===== src/design/spi_port_consts.svh =====
// Offsets, field positions, reset values and timing counts of the serial port
// Behaviour
// - Master starts every full-duplex transfer
// - Master makes clock; slave shifts with it
// - Exactly one active-low slave select line
// - Select enable set: select works, else float
// - Personality from uart bit and mode field
// - One data register for transmit and receive
// - Received byte readable in data register
// - Format and data registers only in SPI
// - Software picks LSB or MSB first
// - Software picks rising or falling capture edge; master ignores the edge bit
// - Pin states follow mode and enable bits
// - Pull-ups only when enabled and pin input
// - Mode codes pick master divider or slave
// - Polarity zero idles high, one idles low
// - Done flag set by hardware, software clears
// - Write during transfer ignored, collision flag set
`ifndef SPI_PORT_CONSTS_SVH
`define SPI_PORT_CONSTS_SVH

`define ADDR_MODE_CTRL    3'h0
`define ADDR_FORMAT_CTRL  3'h1
`define ADDR_DATA_BUF     3'h2
`define ADDR_IRQ_STATUS   3'h3
`define ADDR_IRQ_MASK     3'h4

`define MODE_CTRL_RESET   8'he0
`define FORMAT_RESET      8'h00

`define MC_MODE_HI        7
`define MC_MODE_LO        5
`define MC_UART           4
`define MC_ENABLE         1
`define MC_INCOMPLETE     0

`define FC_POLARITY       5
`define FC_EDGE           4
`define FC_ORDER          3
`define FC_SEL_EN         2
`define FC_WRITE_COLLISION_FLAG           1
`define FC_DONE           0

`define DIV4_HALF         8'd2
`define DIV16_HALF        8'd8
`define DIV64_HALF        8'd32
`define BITS_PER_BYTE     4'd8

`endif


===== src/design/spi_port_pkg.sv =====
// Types shared by the serial port
package spi_port_pkg;

  typedef enum logic [2:0] {
    MODE_M_DIV4  = 3'b000,
    MODE_M_DIV16 = 3'b001,
    MODE_M_DIV64 = 3'b010,
    MODE_M_SUB   = 3'b011,
    MODE_M_TMR   = 3'b100,
    MODE_SLAVE   = 3'b101,
    MODE_I2C     = 3'b110,
    MODE_UNUSED  = 3'b111
  } op_mode_t;

  typedef enum logic [1:0] {
    ST_IDLE  = 2'b00,
    ST_LEAD  = 2'b01,
    ST_TRAIL = 2'b10
  } xfer_state_t;

  // Register bus request
  typedef struct packed {
    logic [2:0] addr;
    logic [7:0] wdata;
    logic       wr;
    logic       rd;
  } reg_req_t;

  // Pin bundle toward the link
  typedef struct packed {
    logic sclk_o;
    logic sclk_oe;
    logic sdo_o;
    logic sdo_oe;
    logic ssn_o;
    logic ssn_oe;
  } pin_out_t;

endpackage : spi_port_pkg


===== src/design/universal_serial_module_spi_port.sv =====
// SPI personality of the universal serial module, master or slave
//
// The address-and-strobe port and the placing of the registers are this design's own decisions.
`include "spi_port_consts.svh"
`timescale 1ns/10ps
`default_nettype none
module universal_serial_module_spi_port #(
  parameter int SYNC_STAGES = 3
) (
  input  wire logic                      clk_i,
  input  wire logic                      rst_i,
  input  wire spi_port_pkg::reg_req_t    req_i,
  output var  logic [7:0]                rdata_o,
  input  wire logic                      sub_tick_i,
  input  wire logic                      tmr_tick_i,
  input  wire logic                      sclk_i,
  input  wire logic                      serial_in_i,
  input  wire logic                      slave_select_n_i,
  output var  spi_port_pkg::pin_out_t    pins_o,
  output var  logic [2:0]                pullup_allow_o,
  output var  logic                      irq_o
);

  initial
  begin
    if (SYNC_STAGES != 3)
      $error("SYNC_STAGES must be 3");
  end

  // Registers
  logic [7:0] mode_ctrl_r,  mode_ctrl_nxt;
  logic [7:0] format_r,     format_nxt;
  logic [7:0] data_r,       data_nxt;
  logic [1:0] irq_stat_r,   irq_stat_nxt;
  logic [1:0] irq_mask_r,   irq_mask_nxt;
  logic [7:0] rdata_r,      rdata_nxt;
  spi_port_pkg::xfer_state_t state_r, state_nxt;
  logic [3:0] bit_cnt_r,    bit_cnt_nxt;
  logic [7:0] div_cnt_r,    div_cnt_nxt;
  logic       sclk_r,       sclk_nxt;
  logic       sdo_r,        sdo_nxt;
  logic       rx_bit_r,     rx_bit_nxt;
  logic [2:0] sclk_sy_r,    ssn_sy_r,   sdi_sy_r;

  // Decoded control
  spi_port_pkg::op_mode_t mode;
  logic spi_sel, enabled, is_slave, is_master, idle_lvl, lead_rise, order_msb;
  logic sel_en, busy, slave_active, sclk_rise, sclk_fall, lead_edge, trail_edge;
  logic done_ev, incomplete_ev, write_collision_flag_ev, tick, out_bit, rx_in;

  // Personality from uart bit and mode field
  always_comb
  begin
    mode      = spi_port_pkg::op_mode_t'(mode_ctrl_r[`MC_MODE_HI:`MC_MODE_LO]);
    spi_sel   = !mode_ctrl_r[`MC_UART] && (mode != spi_port_pkg::MODE_I2C)
                && (mode != spi_port_pkg::MODE_UNUSED);
    enabled   = spi_sel && mode_ctrl_r[`MC_ENABLE];
    is_slave  = enabled && (mode == spi_port_pkg::MODE_SLAVE);
    is_master = enabled && !is_slave;
    idle_lvl  = !format_r[`FC_POLARITY];
    // Slave capture edge is rising when edge bit differs from polarity inverse
    lead_rise = format_r[`FC_EDGE] ^ !format_r[`FC_POLARITY];
    order_msb = format_r[`FC_ORDER];
    sel_en    = format_r[`FC_SEL_EN];
    busy      = (state_r != spi_port_pkg::ST_IDLE);
  end

  // Three-stage synchronisers for link pins
  always_ff @(posedge clk_i or posedge rst_i)
  begin
    if (rst_i)
    begin
      sclk_sy_r <= 3'h7;
      ssn_sy_r  <= 3'h7;
      sdi_sy_r  <= 3'h0;
    end
    else
    begin
      sclk_sy_r <= {sclk_sy_r[1:0], sclk_i};
      ssn_sy_r  <= {ssn_sy_r[1:0], slave_select_n_i};
      sdi_sy_r  <= {sdi_sy_r[1:0], serial_in_i};
    end
  end

  // Edge detect uses only stages two and three
  always_comb
  begin
    sclk_rise    = sclk_sy_r[1] && !sclk_sy_r[2];
    sclk_fall    = !sclk_sy_r[1] && sclk_sy_r[2];
    slave_active = !sel_en || !ssn_sy_r[2];
    case (mode)
      spi_port_pkg::MODE_M_DIV4:  tick = (div_cnt_r >= `DIV4_HALF - 8'd1);
      spi_port_pkg::MODE_M_DIV16: tick = (div_cnt_r >= `DIV16_HALF - 8'd1);
      spi_port_pkg::MODE_M_DIV64: tick = (div_cnt_r >= `DIV64_HALF - 8'd1);
      spi_port_pkg::MODE_M_SUB:   tick = sub_tick_i;
      spi_port_pkg::MODE_M_TMR:   tick = tmr_tick_i;
      default:                    tick = 1'b0;
    endcase
    out_bit = order_msb ? data_r[7] : data_r[0];
    // Master reads the synced pin late, at the trailing edge, past the sync delay
    rx_in   = is_master ? sdi_sy_r[2] : rx_bit_r;
  end

  // Transfer engine next state
  always_comb
  begin
    state_nxt     = state_r;
    bit_cnt_nxt   = bit_cnt_r;
    div_cnt_nxt   = 8'h00;
    sclk_nxt      = idle_lvl;
    sdo_nxt       = sdo_r;
    rx_bit_nxt    = rx_bit_r;
    data_nxt      = data_r;
    done_ev       = 1'b0;
    incomplete_ev = 1'b0;
    lead_edge     = 1'b0;
    trail_edge    = 1'b0;
    write_collision_flag_ev       = 1'b0;
    if (is_master)
    begin
      // Master makes clock from its divider, or from the sub-clock or timer tick
      lead_edge  = busy && tick && (state_r == spi_port_pkg::ST_LEAD);
      trail_edge = busy && tick && (state_r == spi_port_pkg::ST_TRAIL);
      div_cnt_nxt = (busy && !tick) ? div_cnt_r + 8'd1 : 8'h00;
      sclk_nxt = sclk_r;
      if (!busy)
        sclk_nxt = idle_lvl;
      else if (tick)
        sclk_nxt = !sclk_r;
    end
    else if (is_slave && slave_active)
    begin
      // Slave shifts only on peer clock
      lead_edge  = busy && (lead_rise ? sclk_rise : sclk_fall);
      trail_edge = busy && (lead_rise ? sclk_fall : sclk_rise);
    end
    if (!enabled)
      state_nxt = spi_port_pkg::ST_IDLE;
    else if (is_slave && sel_en && ssn_sy_r[2] && busy)
    begin
      // Select lifted mid-byte
      state_nxt     = spi_port_pkg::ST_IDLE;
      incomplete_ev = 1'b1;
      done_ev       = 1'b1;
    end
    else if (lead_edge)
    begin
      rx_bit_nxt = sdi_sy_r[2];
      state_nxt  = spi_port_pkg::ST_TRAIL;
    end
    else if (trail_edge)
    begin
      // Shift in captured bit, present next out
      data_nxt    = order_msb ? {data_r[6:0], rx_in} : {rx_in, data_r[7:1]};
      sdo_nxt     = order_msb ? data_r[6] : data_r[1];
      bit_cnt_nxt = bit_cnt_r + 4'd1;
      state_nxt   = spi_port_pkg::ST_LEAD;
      if (bit_cnt_r == `BITS_PER_BYTE - 4'd1)
      begin
        state_nxt = spi_port_pkg::ST_IDLE;
        done_ev   = 1'b1;
      end
    end
    // Data write starts a transfer
    if (req_i.wr && req_i.addr == `ADDR_DATA_BUF && spi_sel)
    begin
      if (busy)
        write_collision_flag_ev = 1'b1;
      else
      begin
        data_nxt    = req_i.wdata;
        sdo_nxt     = order_msb ? req_i.wdata[7] : req_i.wdata[0];
        bit_cnt_nxt = 4'd0;
        if (enabled)
          state_nxt = spi_port_pkg::ST_LEAD;
      end
    end
  end

  // Register file next values and read mux
  always_comb
  begin
    mode_ctrl_nxt = mode_ctrl_r;
    format_nxt    = format_r;
    irq_stat_nxt  = irq_stat_r;
    irq_mask_nxt  = irq_mask_r;
    rdata_nxt     = 8'h00;
    if (req_i.wr)
    begin
      case (req_i.addr)
        `ADDR_MODE_CTRL:   mode_ctrl_nxt = req_i.wdata;
        `ADDR_FORMAT_CTRL: if (spi_sel) format_nxt = req_i.wdata;
        `ADDR_IRQ_STATUS:  irq_stat_nxt = irq_stat_r & ~req_i.wdata[1:0];
        `ADDR_IRQ_MASK:    irq_mask_nxt = req_i.wdata[1:0];
        default:           ;
      endcase
    end
    // Hardware sets win over software clears
    if (done_ev)
    begin
      format_nxt[`FC_DONE] = 1'b1;
      irq_stat_nxt[0]      = 1'b1;
    end
    if (write_collision_flag_ev)
    begin
      format_nxt[`FC_WRITE_COLLISION_FLAG] = 1'b1;
      irq_stat_nxt[1]      = 1'b1;
    end
    if (incomplete_ev)
      mode_ctrl_nxt[`MC_INCOMPLETE] = 1'b1;
    if (req_i.rd)
    begin
      case (req_i.addr)
        `ADDR_MODE_CTRL:   rdata_nxt = mode_ctrl_r;
        `ADDR_FORMAT_CTRL: rdata_nxt = spi_sel ? format_r : 8'h00;
        `ADDR_DATA_BUF:    rdata_nxt = spi_sel ? data_r : 8'h00;
        `ADDR_IRQ_STATUS:  rdata_nxt = {6'h00, irq_stat_r};
        `ADDR_IRQ_MASK:    rdata_nxt = {6'h00, irq_mask_r};
        default:           rdata_nxt = 8'h00;
      endcase
    end
  end

  // State registers
  always_ff @(posedge clk_i or posedge rst_i)
  begin
    if (rst_i)
    begin
      mode_ctrl_r <= `MODE_CTRL_RESET;
      format_r    <= `FORMAT_RESET;
      data_r      <= 8'h00;
      irq_stat_r  <= 2'h0;
      irq_mask_r  <= 2'h0;
      rdata_r     <= 8'h00;
      state_r     <= spi_port_pkg::ST_IDLE;
      bit_cnt_r   <= 4'h0;
      div_cnt_r   <= 8'h00;
      sclk_r      <= 1'b1;
      sdo_r       <= 1'b0;
      rx_bit_r    <= 1'b0;
    end
    else
    begin
      mode_ctrl_r <= mode_ctrl_nxt;
      format_r    <= format_nxt;
      data_r      <= data_nxt;
      irq_stat_r  <= irq_stat_nxt;
      irq_mask_r  <= irq_mask_nxt;
      rdata_r     <= rdata_nxt;
      state_r     <= state_nxt;
      bit_cnt_r   <= bit_cnt_nxt;
      div_cnt_r   <= div_cnt_nxt;
      sclk_r      <= sclk_nxt;
      sdo_r       <= sdo_nxt;
      rx_bit_r    <= rx_bit_nxt;
    end
  end

  // Pin drive from mode and enables
  always_comb
  begin
    pins_o.sclk_o  = sclk_r;
    pins_o.sclk_oe = is_master;
    pins_o.sdo_o   = sdo_r;
    pins_o.sdo_oe  = is_master || (is_slave && slave_active);
    pins_o.ssn_o   = !busy;
    pins_o.ssn_oe  = is_master && sel_en;
    // Pull-ups: select, sclk, serial_in when inputs
    pullup_allow_o = {is_slave && sel_en, is_slave, enabled};
    rdata_o        = rdata_r;
    irq_o          = |(irq_stat_r & irq_mask_r);
  end

endmodule : universal_serial_module_spi_port
`default_nettype wire


===== config.mk =====
export PLATFORM = sky130hd
export DESIGN_NAME = universal_serial_module_spi_port
export DESIGN_NICKNAME = d
export VERILOG_FILES = /design/src/design/spi_port_pkg.sv /design/src/design/universal_serial_module_spi_port.sv
export VERILOG_INCLUDE_DIRS = /design/src /design/src/design
export SDC_FILE = /design/constraint.sdc
export NUM_CORES = 1
export LEC_CHECK = 0
export BUFFER_PORTS_ARGS = -buffer_cell sky130_fd_sc_hd__buf_2
export CORE_MARGIN = 3
export CORE_UTILIZATION = 58
export DETAILED_ROUTE_END_ITERATION = 6
export PLACE_DENSITY = 0.79
export SYNTH_ARGS = -nofsm -noshare
export SYNTH_HDL_FRONTEND = slang
export SYNTH_SLANG_ARGS = --single-unit

===== constraint.sdc =====
create_clock -name clk_i -period 2.64 [get_ports clk_i]
set_clock_uncertainty 0.15 [all_clocks]
set_input_delay 0.528 -clock clk_i [delete_from_list [all_inputs] [get_ports clk_i]]
set_output_delay 0.528 -clock clk_i [all_outputs]
set_load 0.02 [all_outputs]

# Word-level counts from Yosys, hierarchy flattened
# Index checks and enable logic that the tools add are counted.
[classes]
n_div = 0
reduce_logical = 55
addsub = 2
n_shift = 0
n_bitwise = 5
multipliers = 0
n_lt_le_gt_ge = 3
n_mux = 67
eq_ne = 15
[op_table]
columns = ["cell", "n"]
rows = [
  ["8-bit two-way mux", 12],
  ["8-bit case mux with 5 select lines", 1],
  ["1-bit two-way mux", 35],
  ["2-bit two-way mux", 12],
  ["4-bit two-way mux", 6],
  ["2-bit nonzero test", 11],
  ["1-bit logical AND", 20],
  ["3-bit by 2-bit == test with 1-bit output (second input constant)", 4],
  ["3-bit AND reduction", 4],
  ["1-bit logical NOT", 10],
  ["2-bit AND reduction", 5],
  ["3-bit == test (second input constant)", 3],
  ["8-bit by 1-bit adder with 8-bit output (second input constant)", 1],
  ["8-bit by 1-bit greater-or-equal comparator with 1-bit output (second input constant)", 1],
  ["8-bit by 3-bit greater-or-equal comparator with 1-bit output (second input constant)", 1],
  ["8-bit by 5-bit greater-or-equal comparator with 1-bit output (second input constant)", 1],
  ["3-bit by 1-bit == test with 1-bit output (second input constant)", 2],
  ["3-bit logical NOT", 2],
  ["3-bit != test (second input constant)", 2],
  ["1-bit case mux with 5 select lines", 1],
  ["4-bit by 1-bit adder with 4-bit output (second input constant)", 1],
  ["2-bit bitwise AND", 2],
  ["4-bit by 3-bit == test with 1-bit output (second input constant)", 1],
  ["3-bit by 2-bit != test with 1-bit output (second input constant)", 1],
  ["7 further kinds", 8],
]
[totals]
romBits = 0
latchBits = 0
wordCells = 166
output_inout_bits = 18
input_bits = 20
regBits = 62
n_memories = 0
ramBits = 0

# Logic depth before layout (Yosys ltp)
[logic_depth]
ltp_word = 15
depth_mapped = 9
ltp_nobuf = 8

# Least setup slack after synthesis
# No wires, ideal clock.
[synth_path]
path_type = "reg2reg"
from = "register mode_ctrl_r[7]"
to = "register data_r[6]"
n_path_buf = 2
setup_slack_ps = 484
synth_period_minus_slack_ps = 2156
arrival_time_ps = 1866
stages_incl_launch_ff = 8
setup_ps = 140
t_required_ps = 2350
path_cell_list = "dfstp_2 buf_4 nor2b_4 nand3_2 or4_1 buf_4 a221oi_2 a311oi_1"
[synth_between]
elab_chain_cells = 14
word_cells_on_any_way = 33
cone_classes = "eq/ne (7); mux (11); reduce/logical (15)"
[synth_lines]
columns = ["item", "line_no", "text"]
rows = [
  ["from (decl)", "universal_serial_module_spi_port.sv:31", "logic [7:0] mode_ctrl_r, mode_ctrl_nxt;"],
  ["from (signal assigned)", "universal_serial_module_spi_port.sv:229", "mode_ctrl_r <= `MODE_CTRL_RESET;"],
  ["from (signal assigned)", "universal_serial_module_spi_port.sv:244", "mode_ctrl_r <= mode_ctrl_nxt;"],
  ["3-bit != test", "universal_serial_module_spi_port.sv:55", "spi_sel = !mode_ctrl_r[`MC_UART] && (mode != spi_port_pkg::MODE_I2C)"],
  ["1-bit logical AND (2 in a row)", "universal_serial_module_spi_port.sv:55", ""],
  ["1-bit logical AND", "universal_serial_module_spi_port.sv:57", "enabled = spi_sel && mode_ctrl_r[`MC_ENABLE];"],
  ["1-bit logical AND", "universal_serial_module_spi_port.sv:58", "is_slave = enabled && (mode == spi_port_pkg::MODE_SLAVE);"],
  ["1-bit logical AND / 1-bit logical NOT (equally long branches)", "universal_serial_module_spi_port.sv:131, universal_serial_module_spi_port.sv:59", ""],
  ["1-bit two-way mux / 1-bit logical AND (equally long branches)", "universal_serial_module_spi_port.sv:131, universal_serial_module_spi_port.sv:59", ""],
  ["1-bit two-way mux", "universal_serial_module_spi_port.sv:119", "if (is_master)"],
  ["8-bit two-way mux", "universal_serial_module_spi_port.sv:151", "else if (trail_edge)"],
  ["8-bit two-way mux", "universal_serial_module_spi_port.sv:146", "else if (lead_edge)"],
  ["8-bit two-way mux", "universal_serial_module_spi_port.sv:139", "else if (is_slave && sel_en && ssn_sy_r[2] && busy)"],
  ["8-bit two-way mux", "universal_serial_module_spi_port.sv:137", "if (!enabled)"],
  ["8-bit two-way mux", "universal_serial_module_spi_port.sv:167", "if (busy)"],
  ["8-bit two-way mux (*)", "universal_serial_module_spi_port.sv:165", "if (req_i.wr && req_i.addr == `ADDR_DATA_BUF && spi_sel)"],
  ["net data_nxt[6]", "universal_serial_module_spi_port.sv:33", "logic [7:0] data_r, data_nxt;"],
  ["to (signal assigned)", "universal_serial_module_spi_port.sv:246", "data_r <= data_nxt;"],
  ["to (decl)", "universal_serial_module_spi_port.sv:33", ""],
]
# Mark *: on every way through the listed nets, which the timed path passes. The rest lies on a longest branch.
# A chain may end at the register's enable or synchronous reset.

# Worst setup path after layout
[layout_path]
from = "register mode_ctrl_r[6]"
to = "output port pullup_allow_o[0]"
[layout_between]
elab_chain_cells = 4
word_cells_on_any_way = 5
cone_classes = "eq/ne (2); reduce/logical (3)"
[layout_lines]
columns = ["item", "line_no", "text"]
rows = [
  ["3-bit != test", "universal_serial_module_spi_port.sv:55", ""],
  ["1-bit logical AND", "universal_serial_module_spi_port.sv:55", ""],
  ["1-bit logical AND (*)", "universal_serial_module_spi_port.sv:55", ""],
  ["1-bit logical AND (*)", "universal_serial_module_spi_port.sv:57", ""],
  ["to (decl)", "universal_serial_module_spi_port.sv:20", "output var logic [2:0] pullup_allow_o,"],
]
# Every way passes the cells marked *; elsewhere a longest branch is shown, timed or not.

==> results.toml <==
[run_status]
status = "completed"

[worst_setup_path]
critical_path_required_ns = 1.96
startpoint_type = "flop"
slowest_stage = "a21oi_1"
reg2reg_depth = 5
max_stage_delay_ns = 0.51
crit_path_end_kind = "output port"
crit_chain = "a21oi_1, and2_1, buf_2"
crit_type = "reg -> out"
arrival_ns = 1.77
r2r_end = "data_r[3]$_DFF_PP0_"
rrSetupSlack_ns = 0.22
rr_startpoint = "mode_ctrl_r[7]$_DFFE_PP1P_"
crit_fanout = 10

[routing]
ant_nets = 0
post_drt_via_cell_ratio = 5.83
drc_errors = 0
drtIter0Drc = 240
wl_per_cell_um = 16.3
via_count = 2535
routed_wl_um = 7080
dr.pass1.iters = 5

[logic_synthesis]
yosysSeqAreaShare_pct = 47.3
syn_nets = 341
synth_warnings = 0
synth-main-ff-cell = "dfrtp_1"
synth-xor-area-share_pct = 2.35
yosysUniqueCellTypes = 58
synthMuxAreaShare_pct = 8.22
syn_area_per_cell_um2 = 10.4
yosys_register_bits = 62
async_flop_share_pct = 100
netlist_area_um2 = 3300
synth_top_family_by_area = "simple AND/OR/NAND/NOR gates"
synth_compound_area_share_pct = 15.2
synthCells = 317
synth-edff-count = 0
synthAdderAreaFrac_pct = 1.52
yosys.area_share.simple_pct = 20.2

[sta]
period_share_pct = 92.9
tightestPinTransition_ns = 0.701
worst_slack_ns = 0.187
holdWs_ns = 0.0549
slew_headroom_pct = 53.3
hold_violations = 0
finalSetupViolCount = 0
max_freq_ghz = 0.408
drv_slew = 0
rsz0062_at_grt = "false"
finalSetupTns_ns = 0
min_period_ns = 2.45

[global_routing]
grt_pass1_wl_um = 11900
antenna_found_initial = 0
grt_pass1_vias = 2435
grt_max_degree = 42
track_usage_pct = 24.0
grt_overflow = 0

[cells_and_area]
nets = 384
layout.cells.non_filler = 435
area_delta_synth_final_pct = 13.6
register_area_um2 = 1560
multiInputGateArea_um2 = 1570
layout-drive-gt1-share_pct = 29.6
fillCellCount = 425
diodes = 0

[cts]
cts_buffers = 9
hold_buffers = 0
clock_latency_ns = 0.33
postCtsResizedCells = 0
cts_buffer_depth = 2
cts_root_buf = "clkbuf_8"
cts_setup_buffers = 0
htree_levels = 3
clkSinkCount = 62
cts.clk_slew.worst_paths_ns = 0.07
tritoncts = "yes"

[floorplan]
core-area_um2 = 5300
start_util_pct = 62.3
rows = 26
die_h_um = 81.5
die_area_um2 = 6640
die_x_um = 81.5
pin_count = 38

[hold_path]
hold_class = "in -> async"

[place]
gp_congestion = 0.890
placed_cells_incl_taps = 419
place_ws_ns = 0.234
port_buffers = 37
hpwlAfterDp_um = 5220

[power]
p_per_area_nw_per_um2 = 705
p_leak_nw = 1.68
peakVddDrop_uv = 421

[run]
drv_cap = 0
==> flip-flops by register name (all words and copies together), names as in the netlist <==
register and flops:
irq_mask_r 2, sclk_r 1, ssn_sy_r 3, sclk_sy_r 3, state_r 2, mode_ctrl_r 8
sdo_r 1, format_r 8, rx_bit_r 1, irq_stat_r 2, sdi_sy_r 3, data_r 8
div_cnt_r 8, bit_cnt_r 4, rdata_o 8
==> synth_stat cells, drive strengths merged (4+ instances only) <==
master / instances / share of area [%]
nand2: 11 / 1.3
a21oi: 25 / 4.0
nor3: 11 / 1.8
xnor2: 4 / 1.1
mux2: 17 / 5.8
buf: 12 / 3.0
nor2: 37 / 4.2
a221oi: 7 / 2.8
xor2: 4 / 1.3
nor4: 6 / 1.6
o21ai: 12 / 1.8
ha: 4 / 1.5
nand2b: 9 / 1.7
nor2b: 16 / 3.3
clkbuf: 7 / 0.80
dfstp: 10 / 8.0
dfrtp: 52 / 39
nand3: 14 / 2.3
inv: 12 / 1.4
mux2i: 8 / 2.4
==> cells in the final DEF (no fill, tap or decap), types with 4 or more instances in the layout <==
cell,Yosys,routed
nor2b_1,15,15
inv_1,12,11
nor2_1,37,37
o21ai_0,8,8
a21oi_1,23,23
xnor2_1,4,4
nand2_1,11,11
nor3_1,10,10
dfrtp_1,52,52
ha_1,4,4
nand3_1,13,13
buf_4,8,13
a221oi_2,5,5
o21ai_1,4,4
mux2i_1,8,8
nor4_1,5,5
buf_2,1,37
dfstp_2,10,10
nand2b_1,9,9
mux2_2,14,14
clkbuf_8,0,9
==> layer usage <==
layer | routed length [um] | vias up | GRT usage, % | part of all wire, %
met3 | 466 | 20 | 4.39 | 6.6
met5 | 0 | - | 0 | 0
met4 | 168 | 0 | 11.3 | 2.4
met2 | 3200 | 105 | 35.5 | 45
li1 | - | 1217 | - | -
met1 | 3250 | 1193 | 34.1 | 46
==> per-stage QoR <==
step / power, mW / area, um^2 / utilization (%)
final: 2.65 / 3750 / 70.7
after global routing: 2.79 / 3750 / 70.7
after CTS: 2.66 / 3750 / 70.7
after detailed placement: 1.87 / 3570 / 67.3
after global placement: 1.85 / 3570 / 67.3
after floorplan: 1.71 / 3300 / -
==> power by group <==
part	switching, mW	internal [mW]
Clock	0.354	0.434
Combinational	0.311	0.267
Sequential	0.178	1.10
Total	0.843	1.80
==> area by class of cell <==
cell class / instances / area share [%]
clock buffer: 12 / 3.60
clock inverter: 4 / 1.27
inverter: 12 / 1.20
multi-input combinational: 224 / 41.8
sequential: 62 / 41.7
tap: 70 / 2.33
timing repair buffer: 51 / 8.07
==> cells by family after synthesis <==
group | Yosys count
and+or+nand+nor | 120
AOI/OAI and AO/OA | 67
DFF | 62
buffers and inverters | 31
muxes | 25
xor gates and xnor gates | 8
adders and majority gates | 4
==> worst max-delay path: cells and delay by family, from the launching register on <==
family,cells,cell delay [ns]
compound gates,1,0.51
buf+inv,1,0.20
flops,1,0.44
simple gates,1,0.29
==> how the worst max path moves through the flow <==
stage	depth (start not counted)	from	to	slack, ns
detailed placement	5	mode_ctrl_r[7]$_DFFE_PP1P_	data_r[3]$_DFF_PP0_	0.23
floorplan	1	rst_i	bit_cnt_r[0]$_DFF_PP0_	0.44
CTS	3	mode_ctrl_r[6]$_DFFE_PP1P_	pullup_allow_o[0]	0.22
global route	5	mode_ctrl_r[7]$_DFFE_PP1P_	data_r[3]$_DFF_PP0_	0.09
global placement	5	mode_ctrl_r[7]$_DFFE_PP1P_	data_r[3]$_DFF_PP0_	0.30
finish	3	mode_ctrl_r[6]$_DFFE_PP1P_	pullup_allow_o[0]	0.19
Note: power is estimated with default switching activity, not from simulation.
